[config.mk]
export PLATFORM = sky130hd
export DESIGN_NAME = access_timing
export DESIGN_NICKNAME = d
export VERILOG_FILES = /design/src/hdl/timing_store.v /design/src/hdl/phase_counter.v /design/src/hdl/access_timing.v
export VERILOG_INCLUDE_DIRS = /design/src /design/src/inc
export SDC_FILE = /design/constraint.sdc
export NUM_CORES = 1
export LEC_CHECK = 0
export ABC_AREA = 0
export BUFFER_PORTS_ARGS = -buffer_cell sky130_fd_sc_hd__buf_2
export CAP_MARGIN = 20
export CORE_MARGIN = 3
export CORE_UTILIZATION = 25
export DETAILED_ROUTE_END_ITERATION = 12
export REMOVE_ABC_BUFFERS = 1
export SLEW_MARGIN = 20
export SYNTH_ARGS = -nofsm -noshare
export SYNTH_HDL_FRONTEND = slang
export SYNTH_SLANG_ARGS = --single-unit
[constraint.sdc]
create_clock -name MCLK -period 5.95 [get_ports MCLK]
set_input_delay 0.595 -clock MCLK [delete_from_list [all_inputs] [get_ports MCLK]]
set_output_delay 0.595 -clock MCLK [all_outputs]
set_load 0.05 [all_outputs]
[src/inc/access_timing_defines.vh]
// constants and field layout of the region access-timing block
// How it works
// - different-region follow-on access waits region-switch count, always scaled
// - read/write direction change waits turnaround count, always scaled
// - write recovery idle after writes, scaled when mask bit 6 set
// - read recovery idle after reads, scaled when mask bit 5 set
// - write data hold count, scaled when mask bit 4 set
// - burst beat length count, scaled when mask bit 3 set
// - write wait states always scaled
// - read wait states always scaled
// - command delay count, scaled by mask bit 2; written zero becomes one
// - multiplexed address hold count, scaled by mask bit 1
// - address phase count, scaled by mask bit 0; written zero becomes one
// - reset loads all-ones into every timing register
// - multiplier code 0..4 gives 1,4,8,16,32; reset code 4; rest reserved
`ifndef ACCESS_TIMING_DEFINES_VH
`define ACCESS_TIMING_DEFINES_VH

`define NUM_REGIONS      7
`define REG_RESET        32'hffffffff
`define CFG_RESET        10'h200
`define MULT_RESET       3'h4
`define MASK_RESET       7'h7f

// apb byte offsets: timing words 0x00..0x18, config words 0x20..0x38, status 0x40
`define OFS_TIMING_BASE  12'h000
`define OFS_CONFIG_BASE  12'h020
`define OFS_STATUS       12'h040
`define ADDR_W           12

// timing fields
`define F_SWITCH_LO      0
`define F_SWITCH_HI      3
`define F_TURN_LO        4
`define F_TURN_HI        7
`define F_WRREC_LO       8
`define F_WRREC_HI       10
`define F_RDREC_LO       11
`define F_RDREC_HI       13
`define F_DHOLD_LO       14
`define F_DHOLD_HI       15
`define F_BURST_LO       16
`define F_BURST_HI       18
`define F_WWAIT_LO       19
`define F_WWAIT_HI       21
`define F_RWAIT_LO       22
`define F_RWAIT_HI       24
`define F_CMD_LO         25
`define F_CMD_HI         27
`define F_AHOLD_LO       28
`define F_AHOLD_HI       29
`define F_ADDR_LO        30
`define F_ADDR_HI        31

// config word: multiplier select mask [6:0], multiplier code [9:7]
`define C_MASK_LO        0
`define C_MASK_HI        6
`define C_MULT_LO        7
`define C_MULT_HI        9
`define M_ADDR           0
`define M_AHOLD          1
`define M_CMD            2
`define M_BURST          3
`define M_DHOLD          4
`define M_RDREC          5
`define M_WRREC          6

// multiplier codes
`define MC_X1            3'h0
`define MC_X4            3'h1
`define MC_X8            3'h2
`define MC_X16           3'h3
`define MC_X32           3'h4

`define CNT_W            10

`endif

[src/hdl/timing_store.v]
// register memory holding one access-timing word per region
`timescale 1ns/1ps
`default_nettype none
`include "access_timing_defines.vh"
module timing_store (
	input  wire        clk,
	input  wire        rst,
	input  wire        wr_en,
	input  wire [2:0]  wr_idx,
	input  wire [31:0] wr_data,
	input  wire [2:0]  rd_idx,
	output reg  [31:0] rd_data
);
	reg [31:0] mem_q [0:`NUM_REGIONS-1];
	integer i;

	always @(posedge clk) begin
		if (rst) begin
			for (i = 0; i < `NUM_REGIONS; i = i + 1) begin
				mem_q[i] <= `REG_RESET;
			end
			rd_data <= `REG_RESET;
		end else begin
			if (wr_en) begin
				mem_q[wr_idx] <= wr_data;
			end
			rd_data <= mem_q[rd_idx];
		end
	end
endmodule
`default_nettype wire

[src/hdl/phase_counter.v]
// down counter that times one phase of an external access
`timescale 1ns/1ps
`default_nettype none
`include "access_timing_defines.vh"
module phase_counter (
	input  wire             clk,
	input  wire             rst,
	input  wire             load,
	input  wire [`CNT_W-1:0] count,
	output wire             busy,
	output wire             done
);
	reg [`CNT_W-1:0] left_q;

	always @(posedge clk) begin
		if (rst) begin
			left_q <= {`CNT_W{1'b0}};
		end else if (load) begin
			left_q <= count;
		end else if (left_q != {`CNT_W{1'b0}}) begin
			left_q <= left_q - {{(`CNT_W-1){1'b0}}, 1'b1};
		end
	end

	assign busy = (left_q != {`CNT_W{1'b0}});
	assign done = (left_q == {{(`CNT_W-1){1'b0}}, 1'b1});
endmodule
`default_nettype wire

[src/hdl/access_timing.v]
// seven-region access-timing registers and access phase sequencer
`timescale 1ns/1ps
`default_nettype none
`include "access_timing_defines.vh"
module access_timing (
	input  wire        MCLK,
	input  wire        RST,
	input  wire        PSEL,
	input  wire        PENABLE,
	input  wire        PWRITE,
	input  wire [11:0] PADDR,
	input  wire [31:0] PWDATA,
	output reg  [31:0] PRDATA,
	output reg         PREADY,
	output reg         PSLVERR,
	input  wire        ACC_REQ,
	input  wire [2:0]  ACC_REGION,
	input  wire        ACC_WRITE,
	input  wire        ACC_MUX,
	input  wire        ACC_BURST,
	input  wire [3:0]  ACC_BEATS,
	output reg         ACC_ACK,
	output reg  [2:0]  PHASE,
	output reg         ADDR_HOLD,
	output reg         DATA_HOLD,
	output reg         BEAT,
	output reg         DONE
);
	localparam S_IDLE  = 3'h0;
	localparam S_ADDR  = 3'h1;
	localparam S_AHOLD = 3'h2;
	localparam S_CMD   = 3'h3;
	localparam S_WAIT  = 3'h4;
	localparam S_DATA  = 3'h5;
	localparam S_DHOLD = 3'h6;
	localparam S_REC   = 3'h7;

	// scale factor for a multiplier code; reserved codes act as 32
	function [5:0] mult_of;
		input [2:0] code;
		begin
			case (code)
			`MC_X1:  mult_of = 6'h01;
			`MC_X4:  mult_of = 6'h04;
			`MC_X8:  mult_of = 6'h08;
			`MC_X16: mult_of = 6'h10;
			default: mult_of = 6'h20;
			endcase
		end
	endfunction

	// phase length in bus cycles, optionally scaled
	function [`CNT_W-1:0] scaled;
		input [3:0] raw;
		input       use_mult;
		input [2:0] code;
		reg   [`CNT_W-1:0] m;
		begin
			m = {4'h0, mult_of(code)};
			scaled = use_mult ? (({6'h00, raw} * m) & {`CNT_W{1'b1}})
				: {6'h00, raw};
		end
	endfunction

	function [`CNT_W-1:0] max2;
		input [`CNT_W-1:0] a;
		input [`CNT_W-1:0] b;
		begin
			max2 = (a > b) ? a : b;
		end
	endfunction

	// apb slave
	wire        setup    = PSEL & ~PENABLE;
	wire        in_tim   = (PADDR >= `OFS_TIMING_BASE) && (PADDR < `OFS_CONFIG_BASE)
		&& (PADDR[1:0] == 2'h0) && (PADDR[4:2] < 3'h7);
	wire        in_cfg   = (PADDR >= `OFS_CONFIG_BASE) && (PADDR < `OFS_STATUS)
		&& (PADDR[1:0] == 2'h0) && (PADDR[4:2] < 3'h7);
	wire        in_stat  = (PADDR == `OFS_STATUS);
	wire [2:0]  reg_idx  = PADDR[4:2];
	reg  [1:0]  apb_st_q;
	reg         tim_wr;
	reg  [31:0] tim_wdata;
	wire [31:0] tim_rdata;
	reg  [2:0]  tim_ridx;
	reg  [9:0]  cfg_q [0:`NUM_REGIONS-1];
	integer     k;
	reg  [2:0]  state_q;
	reg  [2:0]  cur_reg_q;
	reg         cur_wr_q;
	reg         cur_mux_q;
	reg         cur_burst_q;
	reg  [3:0]  beats_q;
	reg  [31:0] tp_q;
	reg  [9:0]  cf_q;
	reg  [2:0]  last_reg_q;
	reg         last_wr_q;
	reg         have_last_q;
	reg         fetch_q;
	reg         load;
	reg  [`CNT_W-1:0] load_val;
	wire        cnt_busy;
	wire        cnt_done;
	wire        busy_any = (state_q != S_IDLE);

	// written zero in command delay and address phase counts becomes one
	always @* begin
		tim_wdata = PWDATA;
		if (PWDATA[`F_CMD_HI:`F_CMD_LO] == 3'h0) begin
			tim_wdata[`F_CMD_HI:`F_CMD_LO] = 3'h1;
		end
		if (PWDATA[`F_ADDR_HI:`F_ADDR_LO] == 2'h0) begin
			tim_wdata[`F_ADDR_HI:`F_ADDR_LO] = 2'h1;
		end
	end

	// timing store is read one cycle after setup, so access phase waits one cycle
	always @(posedge MCLK) begin
		if (RST) begin
			apb_st_q <= 2'h0;
			PREADY   <= 1'b0;
			PSLVERR  <= 1'b0;
			PRDATA   <= 32'h00000000;
			tim_wr   <= 1'b0;
			for (k = 0; k < `NUM_REGIONS; k = k + 1) begin
				cfg_q[k] <= `CFG_RESET;
			end
		end else begin
			tim_wr  <= 1'b0;
			PREADY  <= 1'b0;
			PSLVERR <= 1'b0;
			case (apb_st_q)
			2'h0: begin
				if (setup) begin
					apb_st_q <= 2'h1;
				end
			end
			2'h1: begin
				if (PSEL & PENABLE) begin
					apb_st_q <= 2'h2;
					PREADY   <= 1'b1;
					PSLVERR  <= ~(in_tim | in_cfg | in_stat);
					if (PWRITE) begin
						PRDATA <= 32'h00000000;
						tim_wr <= in_tim;
						if (in_cfg) begin
							cfg_q[reg_idx] <= PWDATA[9:0];
						end
					end else if (in_tim) begin
						PRDATA <= tim_rdata;
					end else if (in_cfg) begin
						PRDATA <= {22'h000000, cfg_q[reg_idx]};
					end else if (in_stat) begin
						PRDATA <= {23'h000000, busy_any, 1'b0, last_wr_q,
							last_reg_q, PHASE};
					end else begin
						PRDATA <= 32'h00000000;
					end
				end else begin
					apb_st_q <= 2'h0;
				end
			end
			default: apb_st_q <= 2'h0;
			endcase
		end
	end

	reg  [2:0]  wr_idx_q;
	reg  [31:0] wr_data_q;
	always @(posedge MCLK) begin
		if (RST) begin
			wr_idx_q  <= 3'h0;
			wr_data_q <= `REG_RESET;
		end else if (apb_st_q == 2'h1) begin
			wr_idx_q  <= reg_idx;
			wr_data_q <= tim_wdata;
		end
	end

	// port arbitration of the store: apb setup steals the read port
	always @* begin
		tim_ridx = (setup & in_tim) ? reg_idx : ACC_REGION;
	end

	timing_store u_store (
		.clk     (MCLK),
		.rst     (RST),
		.wr_en   (tim_wr),
		.wr_idx  (wr_idx_q),
		.wr_data (wr_data_q),
		.rd_idx  (tim_ridx),
		.rd_data (tim_rdata)
	);

	// access sequencer

	wire [2:0] mc = cf_q[`C_MULT_HI:`C_MULT_LO];
	wire [6:0] mm = cf_q[`C_MASK_HI:`C_MASK_LO];
	wire [`CNT_W-1:0] n_addr  = scaled({2'h0, tp_q[`F_ADDR_HI:`F_ADDR_LO]},
		mm[`M_ADDR], mc);
	wire [`CNT_W-1:0] n_ahold = scaled({2'h0, tp_q[`F_AHOLD_HI:`F_AHOLD_LO]},
		mm[`M_AHOLD], mc);
	wire [`CNT_W-1:0] n_cmd   = scaled({1'b0, tp_q[`F_CMD_HI:`F_CMD_LO]},
		mm[`M_CMD], mc);
	wire [`CNT_W-1:0] n_wait  = cur_wr_q
		? scaled({1'b0, tp_q[`F_WWAIT_HI:`F_WWAIT_LO]}, 1'b1, mc)
		: scaled({1'b0, tp_q[`F_RWAIT_HI:`F_RWAIT_LO]}, 1'b1, mc);
	wire [`CNT_W-1:0] n_burst = scaled({1'b0, tp_q[`F_BURST_HI:`F_BURST_LO]},
		mm[`M_BURST], mc);
	wire [`CNT_W-1:0] n_dhold = scaled({2'h0, tp_q[`F_DHOLD_HI:`F_DHOLD_LO]},
		mm[`M_DHOLD], mc);
	wire [`CNT_W-1:0] n_rec   = cur_wr_q
		? scaled({1'b0, tp_q[`F_WRREC_HI:`F_WRREC_LO]}, mm[`M_WRREC], mc)
		: scaled({1'b0, tp_q[`F_RDREC_HI:`F_RDREC_LO]}, mm[`M_RDREC], mc);
	wire [`CNT_W-1:0] n_switch = scaled(tp_q[`F_SWITCH_HI:`F_SWITCH_LO], 1'b1, mc);
	wire [`CNT_W-1:0] n_turn   = scaled(tp_q[`F_TURN_HI:`F_TURN_LO], 1'b1, mc);

	// idle owed before the next access: longest of recovery, switch, turnaround
	reg  [`CNT_W-1:0] rec_q;
	reg  [`CNT_W-1:0] sw_q;
	reg  [`CNT_W-1:0] tn_q;
	wire [`CNT_W-1:0] gap = max2(rec_q, max2(
		(have_last_q && ACC_REGION != last_reg_q) ? sw_q : {`CNT_W{1'b0}},
		(have_last_q && ACC_WRITE != last_wr_q) ? tn_q : {`CNT_W{1'b0}}));
	reg  [`CNT_W-1:0] idle_q;

	phase_counter u_cnt (
		.clk   (MCLK),
		.rst   (RST),
		.load  (load),
		.count (load_val),
		.busy  (cnt_busy),
		.done  (cnt_done)
	);

	// pick the phase after the current one; address hold only when multiplexed, data hold only on writes
	function [2:0] next_after;
		input [2:0] cur;
		input       mux;
		input       wr;
		begin
			case (cur)
			S_ADDR:  next_after = mux ? S_AHOLD : S_CMD;
			S_AHOLD: next_after = S_CMD;
			S_CMD:   next_after = S_WAIT;
			S_WAIT:  next_after = S_DATA;
			S_DATA:  next_after = wr ? S_DHOLD : S_REC;
			default: next_after = S_REC;
			endcase
		end
	endfunction

	function [`CNT_W-1:0] len_of;
		input [2:0] st;
		begin
			case (st)
			S_ADDR:  len_of = n_addr;
			S_AHOLD: len_of = n_ahold;
			S_CMD:   len_of = n_cmd;
			S_WAIT:  len_of = n_wait;
			S_DATA:  len_of = cur_burst_q ? n_burst : {{(`CNT_W-1){1'b0}}, 1'b1};
			S_DHOLD: len_of = n_dhold;
			default: len_of = {`CNT_W{1'b0}};
			endcase
		end
	endfunction

	wire        phase_end = ~cnt_busy | cnt_done;
	wire [2:0]  nxt       = next_after(state_q, cur_mux_q, cur_wr_q);
	wire        last_beat = (beats_q == 4'h0);
	wire        go        = (state_q == S_IDLE) & ACC_REQ & ~fetch_q
		& (idle_q == {`CNT_W{1'b0}}) & (gap == {`CNT_W{1'b0}}) & ~(setup & in_tim);

	always @* begin
		load     = 1'b0;
		load_val = {`CNT_W{1'b0}};
		if (fetch_q) begin
			load     = 1'b1;
			load_val = scaled({2'h0, tim_rdata[`F_ADDR_HI:`F_ADDR_LO]}, mm[`M_ADDR], mc);
		end else if (state_q != S_IDLE && state_q != S_REC && phase_end) begin
			load = 1'b1;
			if (state_q == S_DATA && cur_burst_q && !last_beat) begin
				load_val = len_of(S_DATA);
			end else begin
				load_val = len_of(nxt);
			end
		end
	end

	always @(posedge MCLK) begin
		if (RST) begin
			state_q     <= S_IDLE;
			fetch_q     <= 1'b0;
			cur_reg_q   <= 3'h0;
			cur_wr_q    <= 1'b0;
			cur_mux_q   <= 1'b0;
			cur_burst_q <= 1'b0;
			beats_q     <= 4'h0;
			tp_q        <= `REG_RESET;
			cf_q        <= `CFG_RESET;
			last_reg_q  <= 3'h0;
			last_wr_q   <= 1'b0;
			have_last_q <= 1'b0;
			rec_q       <= {`CNT_W{1'b0}};
			sw_q        <= {`CNT_W{1'b0}};
			tn_q        <= {`CNT_W{1'b0}};
			idle_q      <= {`CNT_W{1'b0}};
			ACC_ACK     <= 1'b0;
			PHASE       <= S_IDLE;
			ADDR_HOLD   <= 1'b0;
			DATA_HOLD   <= 1'b0;
			BEAT        <= 1'b0;
			DONE        <= 1'b0;
		end else begin
			ACC_ACK <= 1'b0;
			BEAT    <= 1'b0;
			DONE    <= 1'b0;
			fetch_q <= 1'b0;
			if (idle_q != {`CNT_W{1'b0}}) begin
				idle_q <= idle_q - {{(`CNT_W-1){1'b0}}, 1'b1};
			end
			if (rec_q != {`CNT_W{1'b0}}) begin
				rec_q <= rec_q - {{(`CNT_W-1){1'b0}}, 1'b1};
			end
			if (sw_q != {`CNT_W{1'b0}}) begin
				sw_q <= sw_q - {{(`CNT_W-1){1'b0}}, 1'b1};
			end
			if (tn_q != {`CNT_W{1'b0}}) begin
				tn_q <= tn_q - {{(`CNT_W-1){1'b0}}, 1'b1};
			end
			if (go) begin
				// store read data arrives next cycle; timing sampled then
				fetch_q     <= 1'b1;
				ACC_ACK     <= 1'b1;
				cur_reg_q   <= ACC_REGION;
				cur_wr_q    <= ACC_WRITE;
				cur_mux_q   <= ACC_MUX;
				cur_burst_q <= ACC_BURST;
				beats_q     <= ACC_BURST ? ACC_BEATS : 4'h0;
				cf_q        <= cfg_q[ACC_REGION];
			end
			if (fetch_q) begin
				tp_q    <= tim_rdata;
				state_q <= S_ADDR;
				PHASE   <= S_ADDR;
			end else if (state_q == S_REC) begin
				// the recovery, switch and turnaround times run from here
				rec_q       <= n_rec;
				sw_q        <= n_switch;
				tn_q        <= n_turn;
				last_reg_q  <= cur_reg_q;
				last_wr_q   <= cur_wr_q;
				have_last_q <= 1'b1;
				state_q     <= S_IDLE;
				PHASE       <= S_IDLE;
				DONE        <= 1'b1;
			end else if (state_q != S_IDLE && phase_end) begin
				if (state_q == S_DATA) begin
					BEAT <= 1'b1;
				end
				if (state_q == S_DATA && cur_burst_q && !last_beat) begin
					beats_q <= beats_q - 4'h1;
				end else begin
					state_q <= nxt;
					PHASE   <= nxt;
				end
			end
			ADDR_HOLD <= (load && !fetch_q && nxt == S_AHOLD && state_q == S_ADDR)
				| (ADDR_HOLD & ~phase_end);
			DATA_HOLD <= (load && !fetch_q && state_q == S_DATA && nxt == S_DHOLD
				&& !(cur_burst_q && !last_beat)) | (DATA_HOLD & ~phase_end);
		end
	end
endmodule
`default_nettype wire

### Yosys cells after proc, flatten, opt, wreduce, memory -nomap -nowiden

Memory sizes are Yosys's and may differ from the RTL's. A register that Yosys moved wholly into a read port is not among the register bits.
Index checks and enable logic that the tools add are counted.

| storage, ports and cells | value |
|---|---|
| latch bits | 0 |
| memories | 2 |
| RAM bits | 294 |
| memory bits (read-only) | 0 |
| register bits | 177 |
| word-level logic and storage cells | 234 |

| operators by class | value |
|---|---|
| bitwise operators | 26 |
| shifts and indexed selects | 0 |
| $mul | 12 |
| $lt $le $gt $ge | 7 |
| multiplexer cells | 78 |
| divide/modulo/power cells | 0 |
| reductions and logical operators | 52 |
| equal/unequal tests | 23 |
| add/sub/neg operators | 6 |

Memory list:

| memory | depth | bits a word | read ports | clocked after Yosys merged registers in | wr ports | RTL line | source |
|---|---|---|---|---|---|---|---|
| u_store.mem_q | 7 | 32 | 1 | 1 | 7 | timing_store.v:14 | `` reg [31:0] mem_q [0:`NUM_REGIONS-1]; `` |
| cfg_q | 7 | 10 | 2 | 1 | 7 | access_timing.v:86 | `` reg [9:0] cfg_q [0:`NUM_REGIONS-1]; `` |

Operators with widths:

| kind | number |
|---|---|
| $mux W10 | 17 |
| $mux W9 | 11 |
| $mux W32 | 3 |
| $mul A3 B6 Y9 | 6 |
| $pmux W9 S6 | 1 |
| $reduce_bool A10 Y1 | 5 |
| $sub A10 B1 Y10 const B | 5 |
| $mul A2 B6 Y8 | 4 |
| $mux W8 | 4 |
| $reduce_or A32 Y1 | 1 |
| $mux W1 | 25 |
| $mux W4 | 6 |
| $pmux W6 S4 | 1 |
| $gt A10 B10 Y1 | 2 |
| $logic_and A1 B1 Y1 | 20 |
| $logic_not A10 Y1 | 2 |
| $mul A4 B6 Y10 | 2 |
| $eq A3 B2 Y1 const B | 6 |
| $eq A3 B3 Y1 const B | 6 |
| $pmux W3 S5 | 1 |
| $eq A12 B7 Y1 const B | 1 |
| $ge A12 B1 Y1 const B | 1 |
| $ge A12 B6 Y1 const B | 1 |
| $lt A12 B6 Y1 const B | 1 |
| other kinds (29) | 72 |

### Longest topological paths before layout

| logic depth | value |
|---|---|
| depth after elaboration | 15 |
| depth in mapped cells | 22 |
| depth with buffers taken out | 18 |

### Cells and area by module

A second synthesis with hierarchy kept.

| second synthesis, totals | value |
|---|---|
| cell total of the unflattened synthesis | 2835 |
| area total of the unflattened synthesis | 29584.6 um^2 |

Modules (own cells, without submodules):

| module | area each (um^2) | times used | cells each |
|---|---|---|---|
| access_timing | 16731.0 | 1 | 1832 |
| timing_store | 12244.2 | 1 | 931 |
| phase_counter | 609.3 | 1 | 72 |

### Least setup slack after synthesis

No wires, ideal clock.

| timing path | value |
|---|---|
| kind | in2reg |
| from | in ACC_REGION[2] |
| to | reg cf_q[1], read port of cfg_q |
| setup time | 0.088 ns |
| arrival | 5.141 ns |
| stages | 22 |
| path slack | 0.721 ns |
| path buffers | 4 |
| cell sequence | clkbuf_1 -> xor2_1 -> o31a_1 -> clkbuf_1 -> and2_1 -> ha_1 -> a21oi_1 -> o21ai_0 -> a2111oi_2 -> nor2_1 -> clkbuf_1 -> nor2_1 -> a21oi_1 -> ha_1 -> and4_1 -> o2111a_1 -> a2111o_1 -> o2bb2ai_1 -> o21ai_4 -> buf_6 -> a21oi_1 -> a311oi_2 |

| on the way | value |
|---|---|
| longest elaborated chain between the ends | 10 |

Ends and longest elaborated chain:

| element | RTL line | source |
|---|---|---|
| from (decl) | access_timing.v:17 | `input wire [2:0] ACC_REGION,` |
| $ne A3 B3 Y1 | access_timing.v:223 | `` (have_last_q && ACC_REGION != last_reg_q) ? sw_q : {`CNT_W{1'b0}}, `` |
| $logic_and A1 B1 Y1 | access_timing.v:223 |  |
| $mux W10 | access_timing.v:223 |  |
| $gt A10 B10 Y1 | access_timing.v:69 | `max2 = (a > b) ? a : b;` |
| $mux W10 | access_timing.v:69 |  |
| $gt A10 B10 Y1 | access_timing.v:69 |  |
| $mux W10 | access_timing.v:69 |  |
| $logic_not A10 Y1 | access_timing.v:272 | `` & (idle_q == {`CNT_W{1'b0}}) & (gap == {`CNT_W{1'b0}}) & ~(setup & in_tim); `` |
| $and A1 B1 Y1 (2 in a row) | access_timing.v:271 | `wire go = (state_q == S_IDLE) & ACC_REQ & ~fetch_q` |
| to (decl) | access_timing.v:95 | `reg [9:0] cf_q;` |

Parallel ways exist; a longest one is shown, timed or not.
A chain may end at the register's enable or synchronous reset.

### Worst setup path after layout

| timing path | value |
|---|---|
| from | reg last_reg_q[2] |
| to | reg cf_q[0], read port of cfg_q |

| on the way | value |
|---|---|
| longest elaborated chain between the ends | 10 |

Ends and longest elaborated chain:

| element | RTL line | source |
|---|---|---|
| from (decl) | access_timing.v:96 | `reg [2:0] last_reg_q;` |
| from (signal assigned) | access_timing.v:351 | `last_reg_q <= cur_reg_q;` |
| $ne A3 B3 Y1 (*) | access_timing.v:223 |  |
| $logic_and A1 B1 Y1 (*) | access_timing.v:223 |  |
| $mux W10 (*) | access_timing.v:223 |  |
| $gt A10 B10 Y1 | access_timing.v:69 |  |
| $mux W10 (*) | access_timing.v:69 |  |
| $gt A10 B10 Y1 | access_timing.v:69 |  |
| $mux W10 (*) | access_timing.v:69 |  |
| $logic_not A10 Y1 (*) | access_timing.v:272 |  |
| $and A1 B1 Y1 (*) (2 in a row) | access_timing.v:271 |  |

Every way passes the cells marked *; elsewhere a longest branch is shown, timed or not.

==> reports/results.txt <==
status: finished clean
CP cell instances: xor2_1, o31a_1, and2_1, ha_1, nand4_1, a211oi_1, a2111oi_2, nor2_1, nor2_1, a21oi_1, ha_1, and4_1, o2111a_1, a2111o_1, o2bb2ai_1, o21ai_4, buf_12, a21oi_1, a311oi_2
Top FF cell, synth: edfxtp_1
Place WS: 0.202 ns
internal power: 7280 µW
CTS tree: done
Setup crit start kind: register
Buf/Inv on CP: 1
Unique masters post-synth: 95
area delta synth->final: 14.0%
die area: 122000 µm²
initial drt markers: 1760
R2R depth: 19
Worst-path clk slew: 0.06 ns
port buffer count: 101
GRT overflow: 0
Setup Buffers After CTS: 0
Worst path slowest cell: nor2_1
mux contribution to synthesized area: 5.62%
Max H-tree Level: 2
Synth Cell Area: 29500 µm²
first-pass GRT wire length: 134000 µm
Worst Hold Slack: 0.159 ns
Period minus WS final: 5.30 ns
fin. max-slew vios: 0
synth cell count leaders: nand2_1, edfxtp_1, dfxtp_1, nor2_1, and2_1
Min-Delay Path Depth: 3
Avg Inst Size Synth: 10.2 µm²
Synth Area in Adders: 7.10%
Hold Crit Class: in2reg
DR vias/cell: 4.89
Worst-Skew Late Latency: 0.67 ns
Fill cells: 12034
P_sw: 3170 µW
leak pwr: 0.0120 µW
post-CTS resize count: 0
Clock Path Buffers: 3
post-layout util: 28.8%
crit path kind: reg2reg
io pins: 102
Final TNS setup: 0 ns
MaxCap Viol Count: 0
share of cells above drive strength 1: 14.1%
final net count: 3132
CTS sink count: 555
hold_buf cts: 0
Worst path depth: 19
CTS Buf Count: 57
Fin Clk Skew: 0.0793 ns
vias in the first global route: 21458
Yosys Warn Count: 0
Worst-Margin Slew: 1.09 ns
Placeable Area: 117000 µm²
wire per inst: 19.5 µm
Worst Path Required: 6.48 ns
asr flop ratio synth: 0%
sequential fraction of the synthesis area: 47.7%
max incr delay on CP: 0.77 ns
PwrDens: 311 nW/µm²
Switching Fraction: 30.3%
final non-filler cell total: 4500
largest family of logic cells by synthesized area: simple AND/OR/NAND/NOR gates
Synth Area in Simple Gates: 19.8%
Initial Util: 25.3%
final wirelength: 87700 µm
pin count of the biggest net entering global routing: 64
Rows: 125
DRT antenna net count: 0
crit path max fanout: 34
Final GP Congestion: 0.849
first-pass iteration count of the detailed router: 6
Total Routing Usage GR: 14.1%
HPWL after detailed placement: 59800 µm
CP top delay family: compound AO/OA/AOI/OAI gates
Final Setup Violations: 0
root buf cell: clkbuf_16
Worst EP arrival: 5.83 ns
Clk pwr share: 35.8%
cell with the most instances after synthesis: nand2_1
Final WS setup: 0.653 ns
Reg power frac: 43.7%
multi-input logic area: 14200 µm²
Worst VDD drop: 0.238 mV
register bit total from synthesis: 555
Tcrit/Tclk final: 89.0%
Die H: 349 µm
via count: 22025
FMAX: 189 MHz
DR DRC count: 0
Die X: 349 µm
initial antenna violation count: 5
Post-synth EDFFs: 294
Compound-Gate Fraction of Synth Area: 13.3%
CP endpoint kind: register
Storage cell area: 14100 µm²
post-synthesis xor/xnor area fraction: 1.81%
dominant cells by area after synthesis: edfxtp_1, dfxtp_1, ha_1
Yosys top cell by area: edfxtp_1
placed cells: 4389
Combinational Power Share: 20.5%
Final Hold Vio Count: 0
Slew HR: 27.2%
RSZ-0062 raised after global routing: false
area fraction of the dominant cell type after synthesis: 30.0%
Mapped Cells: 2888
[power by group through the flow]
stage	Clock, µW	Combinational (µW)	Sequential [µW]
final	3740	2150	4560
after CTS	3820	2140	4560
after global routing	3960	2390	4600
after detailed placement	0	2130	4650
after floorplan	0	1540	4540
after global placement	0	2110	4640
[cell type report]
class / count / area share [%]
inverter: 130 / 1.45
tap: 1524 / 5.68
multi-input combinational: 2022 / 42.2
sequential: 555 / 41.9
timing repair buffer: 158 / 2.92
clock buffer: 78 / 4.72
clock inverter: 30 / 1.17
antenna: 3 / 0.0224
[through the flow]
| step | cell area, µm² | power (µW) |
|---|---|---|
| floorplan | 28600 | 6080 |
| global placement | 31600 | 6750 |
| detailed placement | 31600 | 6770 |
| CTS | 33600 | 10500 |
| global route | 33600 | 10900 |
| finish | 33600 | 10500 |
[cell usage in the layout, fill, tap and decap left out, drive strengths merged, types with 27 or more instances in the layout]
master and count:
nand2 346, edfxtp 294, dfxtp 261, nor2 231, and2 174, buf 157, inv 129, ha 116
a21oi 114, nand3 101, o21ai 83, clkbuf 79, nor3 71, a211o 67, mux2i 65, nor2b 51
or2 44, mux4 40, a2111oi 40, nand3b 34, o221ai 34, xnor2 34, a211oi 33, fa 32
a21o 28, xor2 27
[flip-flops by register name, summed over array words and instances (netlist names), 4 cells and up]
signal / flops
wr_data_q: 32
sw_q: 10
rec_q: 10
u_store.mem_q: 256
beats_q: 4
u_store.rd_data: 32
idle_q: 10
PRDATA: 32
tn_q: 10
cfg_q: 80
cf_q: 10
tp_q: 32
u_cnt.left_q: 10
[path summary, 6_finish.rpt]
kind	from	to	slack, ns
max	last_reg_q[2]$_SDFFE_PP0P_	cf_q[0]$_SDFFE_PP0N_	0.65
min	PWDATA[13]	wr_data_q[13]$_SDFFE_PP1P_	0.16
max reg2reg	last_reg_q[2]$_SDFFE_PP0P_	cf_q[0]$_SDFFE_PP0N_	0.65
min reg2reg	u_store.rd_data[7]$_SDFF_PP1_	tp_q[7]$_SDFFE_PP1P_	0.45
[worst reg2reg max path: cells and delay by family, from the launching register on]
kind            cells  cell delay (ns)
compound gates     10             2.39
simple gates        5             1.50
fa+ha+maj           2             0.60
flops               1             0.33
buf+inv             1             0.22
xor+xnor            1             0.16
[layer usage]
layer	up-vias	track usage, %	wire length (µm)
met2	679	23.5	41700
met5	-	0	0
met1	10767	18.7	38000
met3	130	2.23	5730
li1	10449	-	-
met4	0	4.35	2380
[logic make-up (layout without fill, tap and decap cells)]
family	after synthesis	after routing
AND/OR/NAND/NOR	1170	1170
flip-flops	555	555
AO/OA/AOI/OAI	520	520
buffers and inverters	320	396
adder cells (fa/ha/maj)	148	148
multiplexers	113	113
XOR/XNOR	61	61
other	1	13
No activity file was read; power rests on OpenSTA's default activity.
